### src/pinstrap_pkg.sv
`default_nettype none

package pinstrap_pkg;

    // operating mode bits carried by the slew/mode strap voltage
    typedef struct packed {
        logic dac_table;        // 1: first voltage table variant
        logic pair_interleave;  // 1: phases 1/3 and 2/4 paired
        logic phase_shed;       // 1: dynamic phase add/drop enabled
        logic zero_loadline;    // 1: zero load-line
    } mode_t;

    // raw codes from the strap sensing stage: _r resistor code, _v voltage code
    typedef struct packed {
        logic [2:0] slew_r;
        logic [3:0] slew_v;
        logic [2:0] trans_r;
        logic [2:0] trans_v;
        logic [2:0] boot_r;
        logic [3:0] boot_v;
        logic [2:0] addr_r;
        logic [3:0] addr_v;
        logic [2:0] freq_r;
        logic [7:0] freq_v;
        logic [2:0] limit_r;
        logic [2:0] limit_v;
    } strap_t;

    typedef struct packed {
        logic [2:0] slew;
        mode_t      mode;
        logic [2:0] overshoot;
        logic [2:0] undershoot;
        logic [7:0] boot;
        logic [1:0] rise_rate;
        logic [3:0] freq;
        logic [7:0] max_current;
        logic [3:0] phase_limit;
        logic [2:0] ramp;
        logic [3:0] bus_addr;
    } cfg_t;

    typedef enum logic [2:0] {
        ST_IDLE  = 3'b001,
        ST_LATCH = 3'b010,
        ST_HOLD  = 3'b100
    } cap_state_t;

    // register byte offsets
    localparam logic [7:0] REG_STATUS      = 8'h00;
    localparam logic [7:0] REG_SLEW_MODE   = 8'h04;
    localparam logic [7:0] REG_TRANSIENT   = 8'h08;
    localparam logic [7:0] REG_BOOT        = 8'h0C;
    localparam logic [7:0] REG_RISE_FREQ   = 8'h10;
    localparam logic [7:0] REG_MAX_CURRENT = 8'h14;
    localparam logic [7:0] REG_LIMIT_RAMP  = 8'h18;
    localparam logic [7:0] REG_BUS_ADDR    = 8'h1C;

    // field positions
    localparam int STAT_CAPTURED  = 0;
    localparam int STAT_STRAPPED  = 1;
    localparam int STAT_RAIL      = 2;
    localparam int CTRL_RECAPTURE = 8;
    localparam int SLEW_LSB       = 0;
    localparam int MODE_ZLL       = 3;
    localparam int MODE_SHED      = 4;
    localparam int MODE_PAIR      = 6;
    localparam int MODE_DAC       = 7;
    localparam int OVER_LSB       = 0;
    localparam int UNDER_LSB      = 4;
    localparam int RISE_LSB       = 0;
    localparam int FREQ_LSB       = 4;
    localparam int LIMIT_LSB      = 0;
    localparam int RAMP_LSB       = 8;

    // reset image of the settings, matching the stored defaults
    localparam cfg_t CFG_RESET = '{
        slew: 3'h1, mode: '{dac_table: 1'b1, pair_interleave: 1'b0,
        phase_shed: 1'b0, zero_loadline: 1'b1},
        overshoot: 3'h7, undershoot: 3'h7, boot: 8'h97, rise_rate: 2'h0,
        freq: 4'h2, max_current: 8'h78, phase_limit: 4'h8, ramp: 3'h6,
        bus_addr: 4'h0};

    localparam logic [1:0] RESP_OKAY   = 2'b00;
    localparam logic [1:0] RESP_SLVERR = 2'b10;

    // whole state of the latch block
    typedef struct packed {
        cap_state_t  st;
        logic        rail_q;
        logic        captured;
        cfg_t        cfg;
        logic        awready;
        logic        wready;
        logic        aw_held;
        logic        w_held;
        logic [7:0]  awaddr;
        logic [31:0] wdata;
        logic [3:0]  wstrb;
        logic        bvalid;
        logic [1:0]  bresp;
        logic        arready;
        logic        rvalid;
        logic [1:0]  rresp;
        logic [31:0] rdata;
    } state_t;

endpackage

`default_nettype wire

### src/pinstrap_config_latch.sv
// Design decisions made here: the AXI4-Lite interface to the registers and the register addresses.
`default_nettype none

module pinstrap_config_latch
    import pinstrap_pkg::*;
(
    // clock and reset
    input  wire logic        aclk,
    input  wire logic        aresetn,
    // strap sensing, stored settings, source select and power
    input  wire strap_t      straps,
    input  wire cfg_t        nvm_cfg,
    input  wire logic        nvm_bypass_select,
    input  wire logic        aux_3v3_rail,
    // latched settings
    output var  cfg_t        cfg,
    output logic             captured,
    // axi4-lite write address
    input  wire logic [7:0]  s_axi_awaddr,
    input  wire logic        s_axi_awvalid,
    output logic             s_axi_awready,
    // axi4-lite write data
    input  wire logic [31:0] s_axi_wdata,
    input  wire logic [3:0]  s_axi_wstrb,
    input  wire logic        s_axi_wvalid,
    output logic             s_axi_wready,
    // axi4-lite write response
    output logic [1:0]       s_axi_bresp,
    output logic             s_axi_bvalid,
    input  wire logic        s_axi_bready,
    // axi4-lite read address
    input  wire logic [7:0]  s_axi_araddr,
    input  wire logic        s_axi_arvalid,
    output logic             s_axi_arready,
    // axi4-lite read data
    output logic [31:0]      s_axi_rdata,
    output logic [1:0]       s_axi_rresp,
    output logic             s_axi_rvalid,
    input  wire logic        s_axi_rready
);

    state_t s_q;
    state_t s_d;
    cfg_t   dec;
    logic   wr_commit;
    logic   recapture;

    // low resistance on the bypass pin reads as 1 here: straps rule
    strap_decode u_decode (
        .straps     (straps),
        .nvm_cfg    (nvm_cfg),
        .strap_mode (nvm_bypass_select),
        .dec        (dec)
    );

    // word view of a register; bit 32 flags a mapped address
    function automatic logic [32:0] reg_word(input cfg_t c, input state_t s,
                                             input logic strapped, input logic [7:0] a);
        logic [31:0] w;
        logic        hit;
        w   = 32'h0000_0000;
        hit = 1'b1;
        case (a)
            REG_STATUS: begin
                w[STAT_CAPTURED] = s.captured;
                w[STAT_STRAPPED] = strapped;
                w[STAT_RAIL]     = s.rail_q;
            end
            REG_SLEW_MODE: begin
                w[SLEW_LSB +: 3] = c.slew;
                w[MODE_ZLL]      = c.mode.zero_loadline;
                w[MODE_SHED]     = c.mode.phase_shed;
                w[MODE_PAIR]     = c.mode.pair_interleave;
                w[MODE_DAC]      = c.mode.dac_table;
            end
            REG_TRANSIENT: begin
                w[OVER_LSB +: 3]  = c.overshoot;
                w[UNDER_LSB +: 3] = c.undershoot;
            end
            REG_BOOT:        w[7:0] = c.boot;
            REG_RISE_FREQ: begin
                w[RISE_LSB +: 2] = c.rise_rate;
                w[FREQ_LSB +: 4] = c.freq;
            end
            REG_MAX_CURRENT: w[7:0] = c.max_current;
            REG_LIMIT_RAMP: begin
                w[LIMIT_LSB +: 4] = c.phase_limit;
                w[RAMP_LSB +: 3]  = c.ramp;
            end
            REG_BUS_ADDR:    w[3:0] = c.bus_addr;
            default:         hit = 1'b0;
        endcase
        return {hit, w};
    endfunction

    // byte-lane merge of a write onto the current word
    function automatic logic [31:0] merge_strb(input logic [31:0] old,
                                               input logic [31:0] wd,
                                               input logic [3:0] strb);
        logic [31:0] m;
        m = old;
        for (int i = 0; i < 4; i++) begin
            if (strb[i]) begin
                m[i*8 +: 8] = wd[i*8 +: 8];
            end
        end
        return m;
    endfunction

    // writable fields taken back from a merged word; status and address are read-only
    function automatic cfg_t word_to_cfg(input cfg_t c, input logic [7:0] a,
                                         input logic [31:0] w);
        cfg_t n;
        n = c;
        case (a)
            REG_SLEW_MODE: begin
                n.slew                 = w[SLEW_LSB +: 3];
                n.mode.zero_loadline   = w[MODE_ZLL];
                n.mode.phase_shed      = w[MODE_SHED];
                n.mode.pair_interleave = w[MODE_PAIR];
                n.mode.dac_table       = w[MODE_DAC];
            end
            REG_TRANSIENT: begin
                n.overshoot  = w[OVER_LSB +: 3];
                n.undershoot = w[UNDER_LSB +: 3];
            end
            REG_BOOT:        n.boot = w[7:0];
            REG_RISE_FREQ: begin
                n.rise_rate = w[RISE_LSB +: 2];
                n.freq      = w[FREQ_LSB +: 4];
            end
            REG_MAX_CURRENT: n.max_current = w[7:0];
            REG_LIMIT_RAMP: begin
                n.phase_limit = w[LIMIT_LSB +: 4];
                n.ramp        = w[RAMP_LSB +: 3];
            end
            default:         n = c;
        endcase
        return n;
    endfunction

    // a write is held back while a capture is loading, so neither is lost
    assign wr_commit = s_q.aw_held && s_q.w_held && !s_q.bvalid && (s_q.st != ST_LATCH);
    assign recapture = wr_commit && (s_q.awaddr == REG_STATUS)
                       && s_q.wstrb[CTRL_RECAPTURE / 8] && s_q.wdata[CTRL_RECAPTURE];

    always_comb begin
        logic [32:0] rw;
        logic [32:0] ww;
        rw     = 33'h0_0000_0000;
        ww     = 33'h0_0000_0000;
        s_d    = s_q;
        s_d.rail_q = aux_3v3_rail;

        // capture sequencing
        case (s_q.st)
            ST_IDLE: begin
                if (aux_3v3_rail && !s_q.rail_q) begin
                    s_d.st = ST_LATCH;
                end
            end
            ST_LATCH: begin
                // every field, frequency and current included, loads in one edge
                s_d.cfg      = dec;
                s_d.captured = 1'b1;
                s_d.st       = ST_HOLD;
            end
            ST_HOLD: begin
                if (!aux_3v3_rail) begin
                    s_d.st = ST_IDLE;
                end else if (recapture) begin
                    s_d.st = ST_LATCH;
                end
            end
            default: s_d.st = ST_IDLE;
        endcase

        // write address and data are taken in either order
        if (s_q.awready && s_axi_awvalid) begin
            s_d.aw_held = 1'b1;
            s_d.awready = 1'b0;
            s_d.awaddr  = s_axi_awaddr;
        end
        if (s_q.wready && s_axi_wvalid) begin
            s_d.w_held = 1'b1;
            s_d.wready = 1'b0;
            s_d.wdata  = s_axi_wdata;
            s_d.wstrb  = s_axi_wstrb;
        end
        if (wr_commit) begin
            ww = reg_word(s_q.cfg, s_q, nvm_bypass_select, s_q.awaddr);
            // software may rewrite what was latched
            s_d.cfg = word_to_cfg(s_q.cfg, s_q.awaddr,
                                  merge_strb(ww[31:0], s_q.wdata, s_q.wstrb));
            s_d.bresp   = ww[32] ? RESP_OKAY : RESP_SLVERR;
            s_d.bvalid  = 1'b1;
            s_d.aw_held = 1'b0;
            s_d.w_held  = 1'b0;
            s_d.awready = 1'b1;
            s_d.wready  = 1'b1;
        end
        if (s_q.bvalid && s_axi_bready) begin
            s_d.bvalid = 1'b0;
        end

        // reads answer on the same edge that takes the address
        if (s_q.arready && s_axi_arvalid) begin
            rw          = reg_word(s_q.cfg, s_q, nvm_bypass_select, s_axi_araddr);
            s_d.rdata   = rw[31:0];
            s_d.rresp   = rw[32] ? RESP_OKAY : RESP_SLVERR;
            s_d.rvalid  = 1'b1;
            s_d.arready = 1'b0;
        end
        if (s_q.rvalid && s_axi_rready) begin
            s_d.rvalid  = 1'b0;
            s_d.arready = 1'b1;
        end
    end

    always_ff @(posedge aclk) begin
        if (!aresetn) begin
            s_q          <= '0;
            s_q.st       <= ST_IDLE;
            s_q.cfg      <= CFG_RESET;
            s_q.awready  <= 1'b1;
            s_q.wready   <= 1'b1;
            s_q.arready  <= 1'b1;
        end else begin
            s_q <= s_d;
        end
    end

    assign cfg           = s_q.cfg;
    assign captured      = s_q.captured;
    assign s_axi_awready = s_q.awready;
    assign s_axi_wready  = s_q.wready;
    assign s_axi_bresp   = s_q.bresp;
    assign s_axi_bvalid  = s_q.bvalid;
    assign s_axi_arready = s_q.arready;
    assign s_axi_rdata   = s_q.rdata;
    assign s_axi_rresp   = s_q.rresp;
    assign s_axi_rvalid  = s_q.rvalid;
endmodule

`default_nettype wire

### src/strap_decode.sv
`default_nettype none

module strap_decode
    import pinstrap_pkg::*;
(
    // codes from the sensing stage, stored settings and strap mode select
    input  wire strap_t straps,
    input  wire cfg_t   nvm_cfg,
    input  wire logic   strap_mode,
    // decoded settings
    output var  cfg_t   dec
);

    always_comb begin
        dec = nvm_cfg;
        if (strap_mode) begin
            dec.slew                 = straps.slew_r;
            dec.mode.dac_table       = straps.slew_v[3];
            dec.mode.pair_interleave = straps.slew_v[2];
            dec.mode.phase_shed      = straps.slew_v[1];
            dec.mode.zero_loadline   = straps.slew_v[0];
            // code 0 is the off setting for both levels
            dec.overshoot            = straps.trans_r;
            dec.undershoot           = straps.trans_v;
            dec.boot[7:4]            = straps.boot_v;
            dec.boot[3:1]            = straps.boot_r;
            dec.boot[0]              = straps.addr_r[0];
            dec.rise_rate            = straps.addr_r[2:1];
            // straps reach only the lower eight of sixteen frequency codes
            dec.freq                 = {1'b0, straps.freq_r};
            dec.max_current          = straps.freq_v;
            dec.phase_limit          = {straps.limit_v[2], straps.limit_r};
            dec.ramp                 = {1'b0, straps.limit_v[1:0]};
        end
        // no stored address exists, so the strap always decides
        dec.bus_addr = straps.addr_v;
    end

endmodule

`default_nettype wire

### config.mk
export PLATFORM = sky130hd
export DESIGN_NAME = pinstrap_config_latch
export DESIGN_NICKNAME = d
export VERILOG_FILES = /design/src/pinstrap_pkg.sv /design/src/pinstrap_config_latch.sv /design/src/strap_decode.sv
export SDC_FILE = /design/constraint.sdc
export NUM_CORES = 1
export LEC_CHECK = 0
export BUFFER_PORTS_ARGS = -buffer_cell sky130_fd_sc_hd__buf_2
export CORE_UTILIZATION = 35
export CTS_CLUSTER_SIZE = 24
export DETAILED_ROUTE_END_ITERATION = 6
export PLACE_DENSITY = 0.63
export SLEW_MARGIN = 40
export SYNTH_ARGS = -nofsm -noshare
export SYNTH_HDL_FRONTEND = slang
export SYNTH_SLANG_ARGS = --single-unit
### constraint.sdc
create_clock -name aclk -period 5.8 [get_ports aclk]
set_input_delay 0.58 -clock aclk [delete_from_list [all_inputs] [get_ports aclk]]
set_output_delay 0.58 -clock aclk [all_outputs]
set_load 0.005 [all_outputs]
# --- Word-level counts from Yosys, hierarchy flattened ---
# Index checks and enable logic that the tools add are counted.
totals:
  ff_bits: 94
  latch_bits: 0
  mem_bits_rw: 0
  rom_bits: 0
  output_inout_bits: 88
  mem_count: 0
op_classes:
  n_addsub: 0
  n_mul: 0
  n_div: 0
  n_lt_le_gt_ge: 0
  n_eq_ne: 27
  n_shift: 0
  n_mux: 40
  n_bitwise: 2
  n_reduce_logical: 31
op_table:
  columns: ["operator", "n"]
  rows:
  - ["$eq A8 B5 Y1 const B", 8]
  - ["$mux W50", 1]
  - ["$mux W46", 1]
  - ["$mux W42", 1]
  - ["$eq A8 B4 Y1 const B", 4]
  - ["$pmux W1 S5", 6]
  - ["$mux W8", 3]
  - ["$eq A8 B3 Y1 const B", 2]
  - ["$logic_not A8 Y1", 2]
  - ["$pmux W1 S4", 4]
  - ["$pmux W2 S8", 1]
  - ["$reduce_and A2 Y1", 8]
  - ["$reduce_or A8 Y1", 2]
  - ["$mux W3", 5]
  - ["$mux W7", 2]
  - ["$pmux W1 S7", 2]
  - ["$logic_and A1 B1 Y1", 12]
  - ["$mux W6", 2]
  - ["$ne A2 B1 Y1 const B", 6]
  - ["$pmux W2 S5", 1]
  - ["$pmux W3 S3", 1]
  - ["$mux W1", 8]
  - ["$reduce_or A2 Y1", 3]
  - ["$mux W2", 2]
  - ["other kinds (10)", 13]

# --- Longest topological paths before layout ---
# Gate-level depths: netlist of the first run.
depth:
  depth_word: 9
  ltp_mapped: 7
  depth_no_buf: 5

# --- Hierarchy ---
# A second synthesis of the first run with hierarchy kept.
hier_totals:
  hier_cells: 690
  hier_area_um2: 5934.4
modules_own_cells:
  columns: ["mod", "n_inst", "cells_each", "area_each_um2"]
  rows:
  - ["pinstrap_config_latch", 1, 639, 5212.5]
  - ["strap_decode", 1, 51, 721.9]

# --- Worst setup path before layout of the first run ---
# OpenSTA, ideal clock, no wires.
synth_path:
  path_type: "input to register"
  from: "in nvm_bypass_select"
  to: "reg cfg[30] (netlist name)"
  setup_time_ns: 0.116
  t_arrival_ns: 1.815
  required_time_ns: 5.684
  path_slack_ns: 3.869
  stages: 7
  path_buffers: 2
  cell_sequence: "clkbuf_1 -> buf_1 -> mux2i_1 -> nor2_1 -> a21oi_1 -> nor2_1 -> a31o_2"
synth_via:
  elab_chain_len: 3
synth_rtl:
  columns: ["item", "line", "text"]
  rows:
  - ["start: declaration", "pinstrap_config_latch.sv:13", "input wire logic nvm_bypass_select,"]
  - ["$mux W42", "strap_decode.sv:16", "if (strap_mode) begin"]
  - ["$mux W46", "pinstrap_config_latch.sv:156", "case (s_q.st)"]
  - ["$mux W50", "pinstrap_config_latch.sv:190", "if (wr_commit) begin"]
# No other way between the ends. The select of a mux whose other input is x is not followed.
# A chain may end at the register's enable or synchronous reset.

# --- Final worst setup path of the first run ---
layout_path:
  from: "reg s_q[79] (netlist name)"
  to: "reg cfg[18] (netlist name)"
layout_via:
  elab_chain_len: 5
  elab_cells_between_ends: 10
layout_rtl:
  columns: ["item", "line", "text"]
  rows:
  - ["start: declaration", "pinstrap_config_latch.sv:42", "state_t s_q;"]
  - ["$eq A8 B5 Y1, or another cell as far along", "pinstrap_config_latch.sv:63, pinstrap_config_latch.sv:115", null]
  - ["$pmux W1 S4", "pinstrap_config_latch.sv:63", "case (a)"]
  - ["$mux W8", "pinstrap_config_latch.sv:103", "if (strb[i]) begin"]
  - ["$mux W8", "pinstrap_config_latch.sv:115", "case (a)"]
  - ["$mux W50", "pinstrap_config_latch.sv:190", null]
# Several ways; a longest one is shown, not always the timed one. The select of a mux whose other input is x is not followed.

==> results of run 1 <==
## routing by layer
metal  routed length (um)  vias up  global-route usage (%)
met1                 8270     2545                    29.3
met3                 1310       21                    4.39
met2                 8700      243                    35.4
met5                    0        -                       0
met4                  294        0                    6.43
li1                     -     2633                       -
## cell usage after synthesis, drive strengths merged (7+ instances only)
cell / n
nor3: 11
nor2: 32
clkbuf: 26
mux2i: 55
mux2: 14
a221o: 8
a21oi: 66
o22ai: 17
dfxtp: 92
nand3: 25
o21ai: 43
a22oi: 7
buf: 101
nand2b: 13
nand2: 86
nor2b: 7
## power breakdown
group	internal, uW	switching (uW)	leakage (uW)
Combinational	104	137	0.00186
Clock	352	234	0.000145
Sequential	655	29.7	0.000750
Total	1110	400	0.00276
## worst min path at each step
stage                         startpoint              to  depth (start not counted)
after global placement    s_axi_rdata[1]  s_axi_rdata[1]                          2
after CTS                 s_axi_rdata[1]  s_axi_rdata[1]                          2
after floorplan                  s_q[45]         s_q[45]                          2
after detailed placement  s_axi_rdata[1]  s_axi_rdata[1]                          2
final                     s_axi_rdata[1]  s_axi_rdata[1]                          2
after global routing          straps[19]          cfg[2]                          3
## worst max-delay path: stages, from the launching register on
cell and delay [ns]:
dfxtp_1 0.85, nand2b_1 0.46, nor4_4 0.64, nor2_2 0.22, nor3_1 0.24, nor3_1 0.08
## cell type report
cell class | count | area, um2 | area share [%]
clock inverter | 2 | 35.0 | 0.535
multi-input combinational | 497 | 3140 | 47.9
tap | 216 | 270 | 4.12
inverter | 5 | 18.8 | 0.286
timing repair buffer | 195 | 993 | 15.2
clock buffer | 12 | 256 | 3.91
sequential | 92 | 1840 | 28.1
## flip-flops by register name, summed over array words and instances, names as in the netlist
name           count
captured           1
cfg               46
s_axi_arready      1
s_axi_awready      1
s_axi_bresp        1
s_axi_bvalid       1
s_axi_rdata       11
s_axi_rresp        1
s_axi_rvalid       1
s_axi_wready       1
s_q               27
## through the flow
stage,cells,hold WS (ns)
global placement,1005,0.439
global route,1019,0.456
CTS,1019,0.450
floorplan,721,0.431
detailed placement,1005,0.442
finish,1019,0.448
## kinds of logic (layout without fill, tap and decap cells)
group / count (synthesis) / count (layout)
and+or+nand+nor: 209 / 209
muxes: 69 / 69
buffers and inverters: 132 / 214
AOI/OAI and AO/OA: 196 / 196
DFF: 92 / 92
other: 1 / 23
==> flow_summary.toml, run 1 <==
[clock_tree]
postCtsSetupBuffers = 0
cts_tree = "built"
numCtsBuffers = 9
clkTransAtPathRegs_ns = 0.06
clock-sinks = 92
holdBufCountCts = 0
cts_max_path_buffers = 2
insertion_delay_ns = 0.35
cts_resized = 0
cts_max_level = 3
root_buffer = "clkbuf_16"

[drt]
drt_iter0_drc = 450
totalWireLength_um = 18600
post_drt_wl_per_cell_um = 18.2
viasPerCell = 5.34
drtAntennaViolNets = 0
drc = 0
first_pass_iters = 5
vias = 5442

[synthesis]
synth_top_area_cell = "dfxtp_1"
synth_area_leaders = "dfxtp_1 (32%), buf_4 (11%), mux2i_1 (9.6%), a21oi_1 (5.6%), nand2_1 (5.6%)"
ys.warnings.count = 0
synth_area_um2 = 5710
ys_seq_area_share_pct = 32.3
synth_fa_ha_area_share_pct = 0
yosys.area_share.xor_xnor_pct = 0
synth_edf_count = 0
synthCells = 699
synth_top_area_share_pct = 32.3
synth_mux_area_share_pct = 12.4
syn_avg_cell_area_um2 = 8.17
synth-main-ff-cell = "dfxtp_1"
synth_top_family_by_area = "compound AO/OA/AOI/OAI gates"
ys_ff_latch = 92
ys_types = 66
synth_compound_area_share_pct = 22.1
async_reset_ff_share_pct = 0
synthSimpleGateAreaFrac_pct = 18.7

[die]
dieArea_um2 = 16800
io_pins = 239
coreArea_um2 = 15900
rows = 46
dieWidth_um = 130
die_y_um = 130
start_util_pct = 35.9

[timing]
fin_crit_sh_pct = 45.6
setup_ws_ns = 3.15
hold_viol = 0
setup_tns_ns = 0
setup_viol = 0
max_freq_mhz = 378
finalClockSkew_ns = 0.00862
slew_headroom_pct = 44.9
rsz0062_at_grt = "false"
report.final.slew_viol_count = 0
period_minus_slack_ns = 2.65
max_slew.worst_pin.slew_ns = 0.825

[power_and_ir_drop]
power.total_uw = 1510
total_leakage_power_uw = 0.00276
vdd_ir_drop_max_mv = 0.142
p_per_area_nw_per_um2 = 231

[global_routing]
grt_start_max_net_pins = 58
grt_pass1_vias = 4841
antenna_found_initial = 0
grt_pass1_wl_um = 27400
grt_usage_pct = 21.8
grt.overflow.total = 0

[critical_path]
start_kind = "flop"
reg2reg_depth = 5
ff2ff_setup_slack_ns = 3.15
cp.required_ns = 6.01
end_kind = "flop"
endpoint = "cfg[18]"
crit_path_max_fanout = 18
crit_arrival_ns = 2.85
worstReg2RegStart = "s_q[79]"
critPathKind = "flop to flop"
rr_endpoint = "cfg[18]"
startpoint = "s_q[79]"

[run]
maxCapViolations = 0

[cells_and_area]
fin_nets = 951
area_delta_synth_final_pct = 14.8
final_cell_mix = "buf_2 (188), dfxtp_1 (92), nand2_1 (85), a21oi_1 (64), mux2i_1 (55)"
utilization_pct = 41.2
fin_area_um2 = 6550
nFillCells = 1676
layout.cells.most_common = "buf_2"
drive_gt1_share_pct = 29.9
diodes = 0

[run_status]
outcome = "finished, final reports clean"

[placed_design]
placed_cell_area_um2 = 6260
numPortBuffers = 188
dp_hpwl_um = 14000
gp_congestion = 0.876
place_ws_ns = 3.25

[worst_hold_path]
min_path_type = "flop to flop"
(Power assumes the default switching activity.)
==> inputs of run 2 (changes only) <==
==> constraint.sdc (replaced) <==
create_clock -name aclk -period 2.58 [get_ports aclk]
set_input_delay 0.258 -clock aclk [delete_from_list [all_inputs] [get_ports aclk]]
set_output_delay 0.258 -clock aclk [all_outputs]
set_load 0.005 [all_outputs]
==> run 2 against run 1 <==
Against the previous run:
- sequential power increased by 120%
- clock power increased by 150%
- largest power group unchanged
- fmax increased by 27%
- cell count increased by 2.1%
- critical path depth increased by 1
- combinational power increased by 140%
- worst hold slack got worse by 0.34 ns
- via count about the same
- clock skew increased by 0.0041 ns
- register-to-register slack got worse by 2.7 ns
==> flow_summary.toml, run 2 (synthesized netlist as in run 1, its figures left out) <==
[run_status]
outcome = "finished, final reports clean"

[drt]
viasPerCell = 5.24
drtAntennaViolNets = 0
drc = 0
vias = 5446
first_pass_iters = 5
post_drt_wl_per_cell_um = 17.8
totalWireLength_um = 18500
drt_iter0_drc = 324

[cells_and_area]
largest_register = "cfg"
largest_reg_flops = 46
final_cell_mix = "buf_2 (188), dfxtp_1 (92), nand2_1 (85), a21oi_1 (64), mux2i_1 (55)"
area_delta_synth_final_pct = 18.1
nFillCells = 1668
fin_nets = 971
final-seq-area_um2 = 1840
layout.cells.most_common = "buf_2"
multi_input_area_um2 = 3130
drive_gt1_share_pct = 31.7
diodes = 0

[placed_design]
dp_hpwl_um = 14400
gp_congestion = 0.917
numPortBuffers = 188

[power_and_ir_drop]
p_per_area_nw_per_um2 = 528
total_leakage_power_uw = 0.00287
vdd_ir_drop_max_mv = 0.312

[clock_tree]
cts_max_level = 3
root_buffer = "clkbuf_16"
cts_max_path_buffers = 2
clock-sinks = 92
cts_resized = 0
cts_tree = "built"
clkTransAtPathRegs_ns = 0.07
holdBufCountCts = 0
numCtsBuffers = 9
insertion_delay_ns = 0.36
postCtsSetupBuffers = 0

[global_routing]
grt_pass1_wl_um = 27500
grt_start_max_net_pins = 54
grt_pass1_vias = 5009
antenna_found_initial = 0
grt.overflow.total = 0
grt_usage_pct = 21.8

[critical_path]
crit_arrival_ns = 2.37
critPathKind = "flop to flop"
start_kind = "flop"
rr_endpoint = "cfg[26]"
cp.required_ns = 2.86
end_kind = "flop"
worstReg2RegStart = "s_q[80]"
reg2reg_depth = 6
crit_path_max_fanout = 7
ff2ff_setup_slack_ns = 0.49

[die]
start_util_pct = 35.9
rows = 46
die_y_um = 130
dieArea_um2 = 16800
coreArea_um2 = 15900
io_pins = 239
dieWidth_um = 130

[timing]
report.final.slew_viol_count = 0
hold_viol = 0
fin_crit_sh_pct = 81.0
setup_viol = 0
period_minus_slack_ns = 2.09
finalClockSkew_ns = 0.0127
max_slew.worst_pin.slew_ns = 0.682
slew_headroom_pct = 54.1
max_freq_mhz = 478
rsz0062_at_grt = "false"
setup_tns_ns = 0
holdWs_ns = 0.108

[worst_hold_path]
min_from = "aux_3v3_rail"
hold_depth = 2
min_path_type = "primary input to flop"
hold_end = "s_q[134]"

[run]
maxCapViolations = 0
run 2: worst max path at each step:
stage,startpoint,to,slack [ns],cells past startpoint
4_1_cts,s_q[80],cfg[17],0.51,4
3_5_place_dp,s_q[80],cfg[17],0.52,4
6_report,s_q[80],cfg[26],0.49,6
3_3_place_gp,s_q[80],cfg[41],0.52,4
5_1_grt,s_q[80],cfg[26],0.36,6
2_1_floorplan,s_q[80],cfg[30],0.74,7
run 2: report_power, final:
group          internal (uW)  switching [uW]
clock                    875             582
combinational            255             321
sequential              1470            56.6
run 2: routing by layer:
metal	up-vias	track usage [%]	routed length, um	share of wire (%)
met3	26	5.49	1560	8.5
met5	-	0	0	0
met1	2481	28.4	8040	44
li1	2674	-	-	-
met4	0	6.91	372	2.0
met2	265	35.4	8490	46
run 2: critical path: stages, from the launching register on:
cell and delay (ns):
dfxtp_1 0.34, or3_1 0.56, buf_4 0.23, nor4_1 0.39, or2_2 0.25, nand2_1 0.09
o21ai_0 0.15
run 2: metrics by stage:
step           cell area [um2]  worst slack [ns]  std cells  utilization [%]  total power (uW)
5_1_grt                   6740             0.364       1040             42.5              3700
4_1_cts                   6740             0.514       1040             42.4              3580
2_1_floorplan             5790             0.741        721                -              1930
3_5_place_dp              6410             0.525       1025             40.4              2130
3_3_place_gp              6410             0.522       1025             40.4              2130
6_report                  6740             0.489       1040             42.5              3560
run 2: cell type report:
cell class / count / area share [%]
inverter: 5 / 0.278
clock buffer: 10 / 3.54
sequential: 92 / 27.3
timing repair buffer: 215 / 17.1
tap: 216 / 4.01
clock inverter: 5 / 1.28
multi-input combinational: 497 / 46.4
==> inputs of run 3 (changes only) <==
==> constraint.sdc (replaced) <==
create_clock -name aclk -period 1.97 [get_ports aclk]
set_input_delay 0.197 -clock aclk [delete_from_list [all_inputs] [get_ports aclk]]
set_output_delay 0.197 -clock aclk [all_outputs]
set_load 0.005 [all_outputs]
==> run 3 against run 2 <==
Against the previous run:
- setup slack lost 0.43 ns
- cell count grew 3.0%
- register-to-register slack lost 0.43 ns
- critical path type unchanged
- global-route usage grew 0.53 points
- core utilization grew 1.3 points
- sequential cell count is the same
- worst hold slack lost 0.039 ns
- highest routed layer unchanged
- largest power group unchanged
==> flow_summary.toml, run 3 (synthesized netlist as in run 1, its figures left out) <==
[critical_path]
crit_slowest_cell = "nor3b_2"
start_kind = "flop"
end_kind = "flop"
crit_path_max_fanout = 14
reg2reg_depth = 5
critical_path.cell_chain = "nor3b_2 > buf_4 > a31oi_1 > a221o_1 > a41o_1"
path_buf_inv = 1
worstReg2RegStart = "s_q[136]"
critPathMaxStageDelay_ns = 0.43
ff2ff_setup_slack_ns = 0.06
critPathKind = "flop to flop"
crit_cells = 5
critPathTopFamily = "compound AO/OA/AOI/OAI gates"
crit_arrival_ns = 2.16
cp.required_ns = 2.22
rr_endpoint = "cfg[34]"

[global_routing]
grt_pass1_vias = 5163
grt_pass1_wl_um = 28400
antenna_found_initial = 0
grt_start_max_net_pins = 34
grt_usage_pct = 22.4
grt.overflow.total = 0

[timing]
slew_headroom_pct = 60.1
finalClockSkew_ns = 0.00748
rsz0062_at_grt = "false"
setup_tns_ns = 0
max_freq_mhz = 523
report.final.slew_viol_count = 0
setup_ws_ns = 0.0563
max_slew.worst_pin.slew_ns = 0.599
setup_viol = 0
fin_crit_sh_pct = 97.1
period_minus_slack_ns = 1.91
hold_viol = 0

[die]
coreArea_um2 = 15900
start_util_pct = 35.9
io_pins = 239
dieWidth_um = 130
rows = 46
dieArea_um2 = 16800
die_y_um = 130

[cells_and_area]
diodes = 0
fin_area_um2 = 6960
final_cell_mix = "buf_2 (188), dfxtp_1 (91), nand2_1 (85), a21oi_1 (64)"
nFillCells = 1661
largest_reg_flops = 46
largest_register = "cfg"
drive_gt1_share_pct = 34.6
area_delta_synth_final_pct = 21.8
fin_nets = 1001
layout.cells.most_common = "buf_2"

[clock_tree]
numCtsBuffers = 9
holdBufCountCts = 0
root_buffer = "clkbuf_16"
clkTransAtPathRegs_ns = 0.06
cts_tree = "built"
clock-sinks = 92
cts_max_path_buffers = 2
cts_max_level = 3
insertion_delay_ns = 0.35

[placed_design]
gp_congestion = 0.971
place_ws_ns = 0.00134
dp_hpwl_um = 15100
placed_cell_area_um2 = 6640
numPortBuffers = 188

[drt]
first_pass_iters = 5
drc = 0
drtAntennaViolNets = 0
viasPerCell = 5.35
totalWireLength_um = 19200
post_drt_wl_per_cell_um = 17.9
drt_iter0_drc = 384
vias = 5731

[worst_hold_path]
min_path_type = "primary input to flop"
hold_depth = 2
hold_end = "s_q[134]"
min_from = "aux_3v3_rail"

[power_and_ir_drop]
vdd_ir_drop_max_mv = 0.384
total_leakage_power_uw = 0.00300
p_per_area_nw_per_um2 = 631

[run]
maxCapViolations = 0

[run_status]
outcome = "finished, final reports clean"
run 3: changes by cell type in the layout (fill, tap and decap cells not counted), sizes merged:
cell,change
buf,+30
bufinv,-2
clkbuf,+2
clkinvlp,+1
run 3: stage by stage:
stage | instances | hold slack (ns) | power, uW | utilization, %
finish | 1071 | 0.0687 | 4390 | 43.8
CTS | 1070 | 0.0606 | 4410 | 43.5
floorplan | 721 | 0.319 | 2530 | -
global route | 1071 | 0.0675 | 4570 | 43.8
detailed placement | 1054 | 0.424 | 2820 | 41.8
global placement | 1054 | 0.415 | 2810 | 41.8
run 3: what timing repair did:
item,4_1_cts,5_1_grt
buffers inserted,0,1
pin swaps,0,2
gates resized for setup,2,8
setup endpoints to repair,2,13
run 3: where the power goes:
group          switching [uW]  internal, uW
sequential               78.6          1930
clock                     734           855
combinational             431           363
run 3: worst max path at each step:
stage	from	end	slack [ns]
6_report	s_q[136]	cfg[34]	0.06
4_1_cts	s_q[79]	cfg[35]	0.001
3_3_place_gp	s_q[75]	cfg[10]	0.02
2_1_floorplan	s_q[80]	cfg[30]	0.13
5_1_grt	s_q[136]	cfg[30]	0.0003
3_5_place_dp	s_q[79]	cfg[23]	0.001
run 3: cell type report:
| class | instances | area (um2) | share of cell area (%) |
|---|---|---|---|
| Tap cell | 216 | 270 | 3.89 |
| Timing Repair Buffer | 245 | 1390 | 20.0 |
| Clock inverter | 4 | 26.3 | 0.378 |
| Clock buffer | 12 | 236 | 3.40 |
| Inverter | 5 | 18.8 | 0.270 |
| Multi-Input combinational cell | 497 | 3170 | 45.5 |
| Sequential cell | 92 | 1840 | 26.5 |
run 3: worst reg2reg max path, cell delays in order (launching register included):
cell	delay, ns
dfxtp_1	0.38
nor3b_2	0.43
buf_4	0.31
a31oi_1	0.09
a221o_1	0.39
a41o_1	0.21
run 3: per-layer routing:
layer  global-route usage (%)  vias up  share of wire [%]
met5                        0        -                  0
met4                     7.66        0                2.5
met3                     5.21       36                7.7
met2                     36.9      262                 46
met1                     28.6     2695                 44
li1                         -     2738                  -
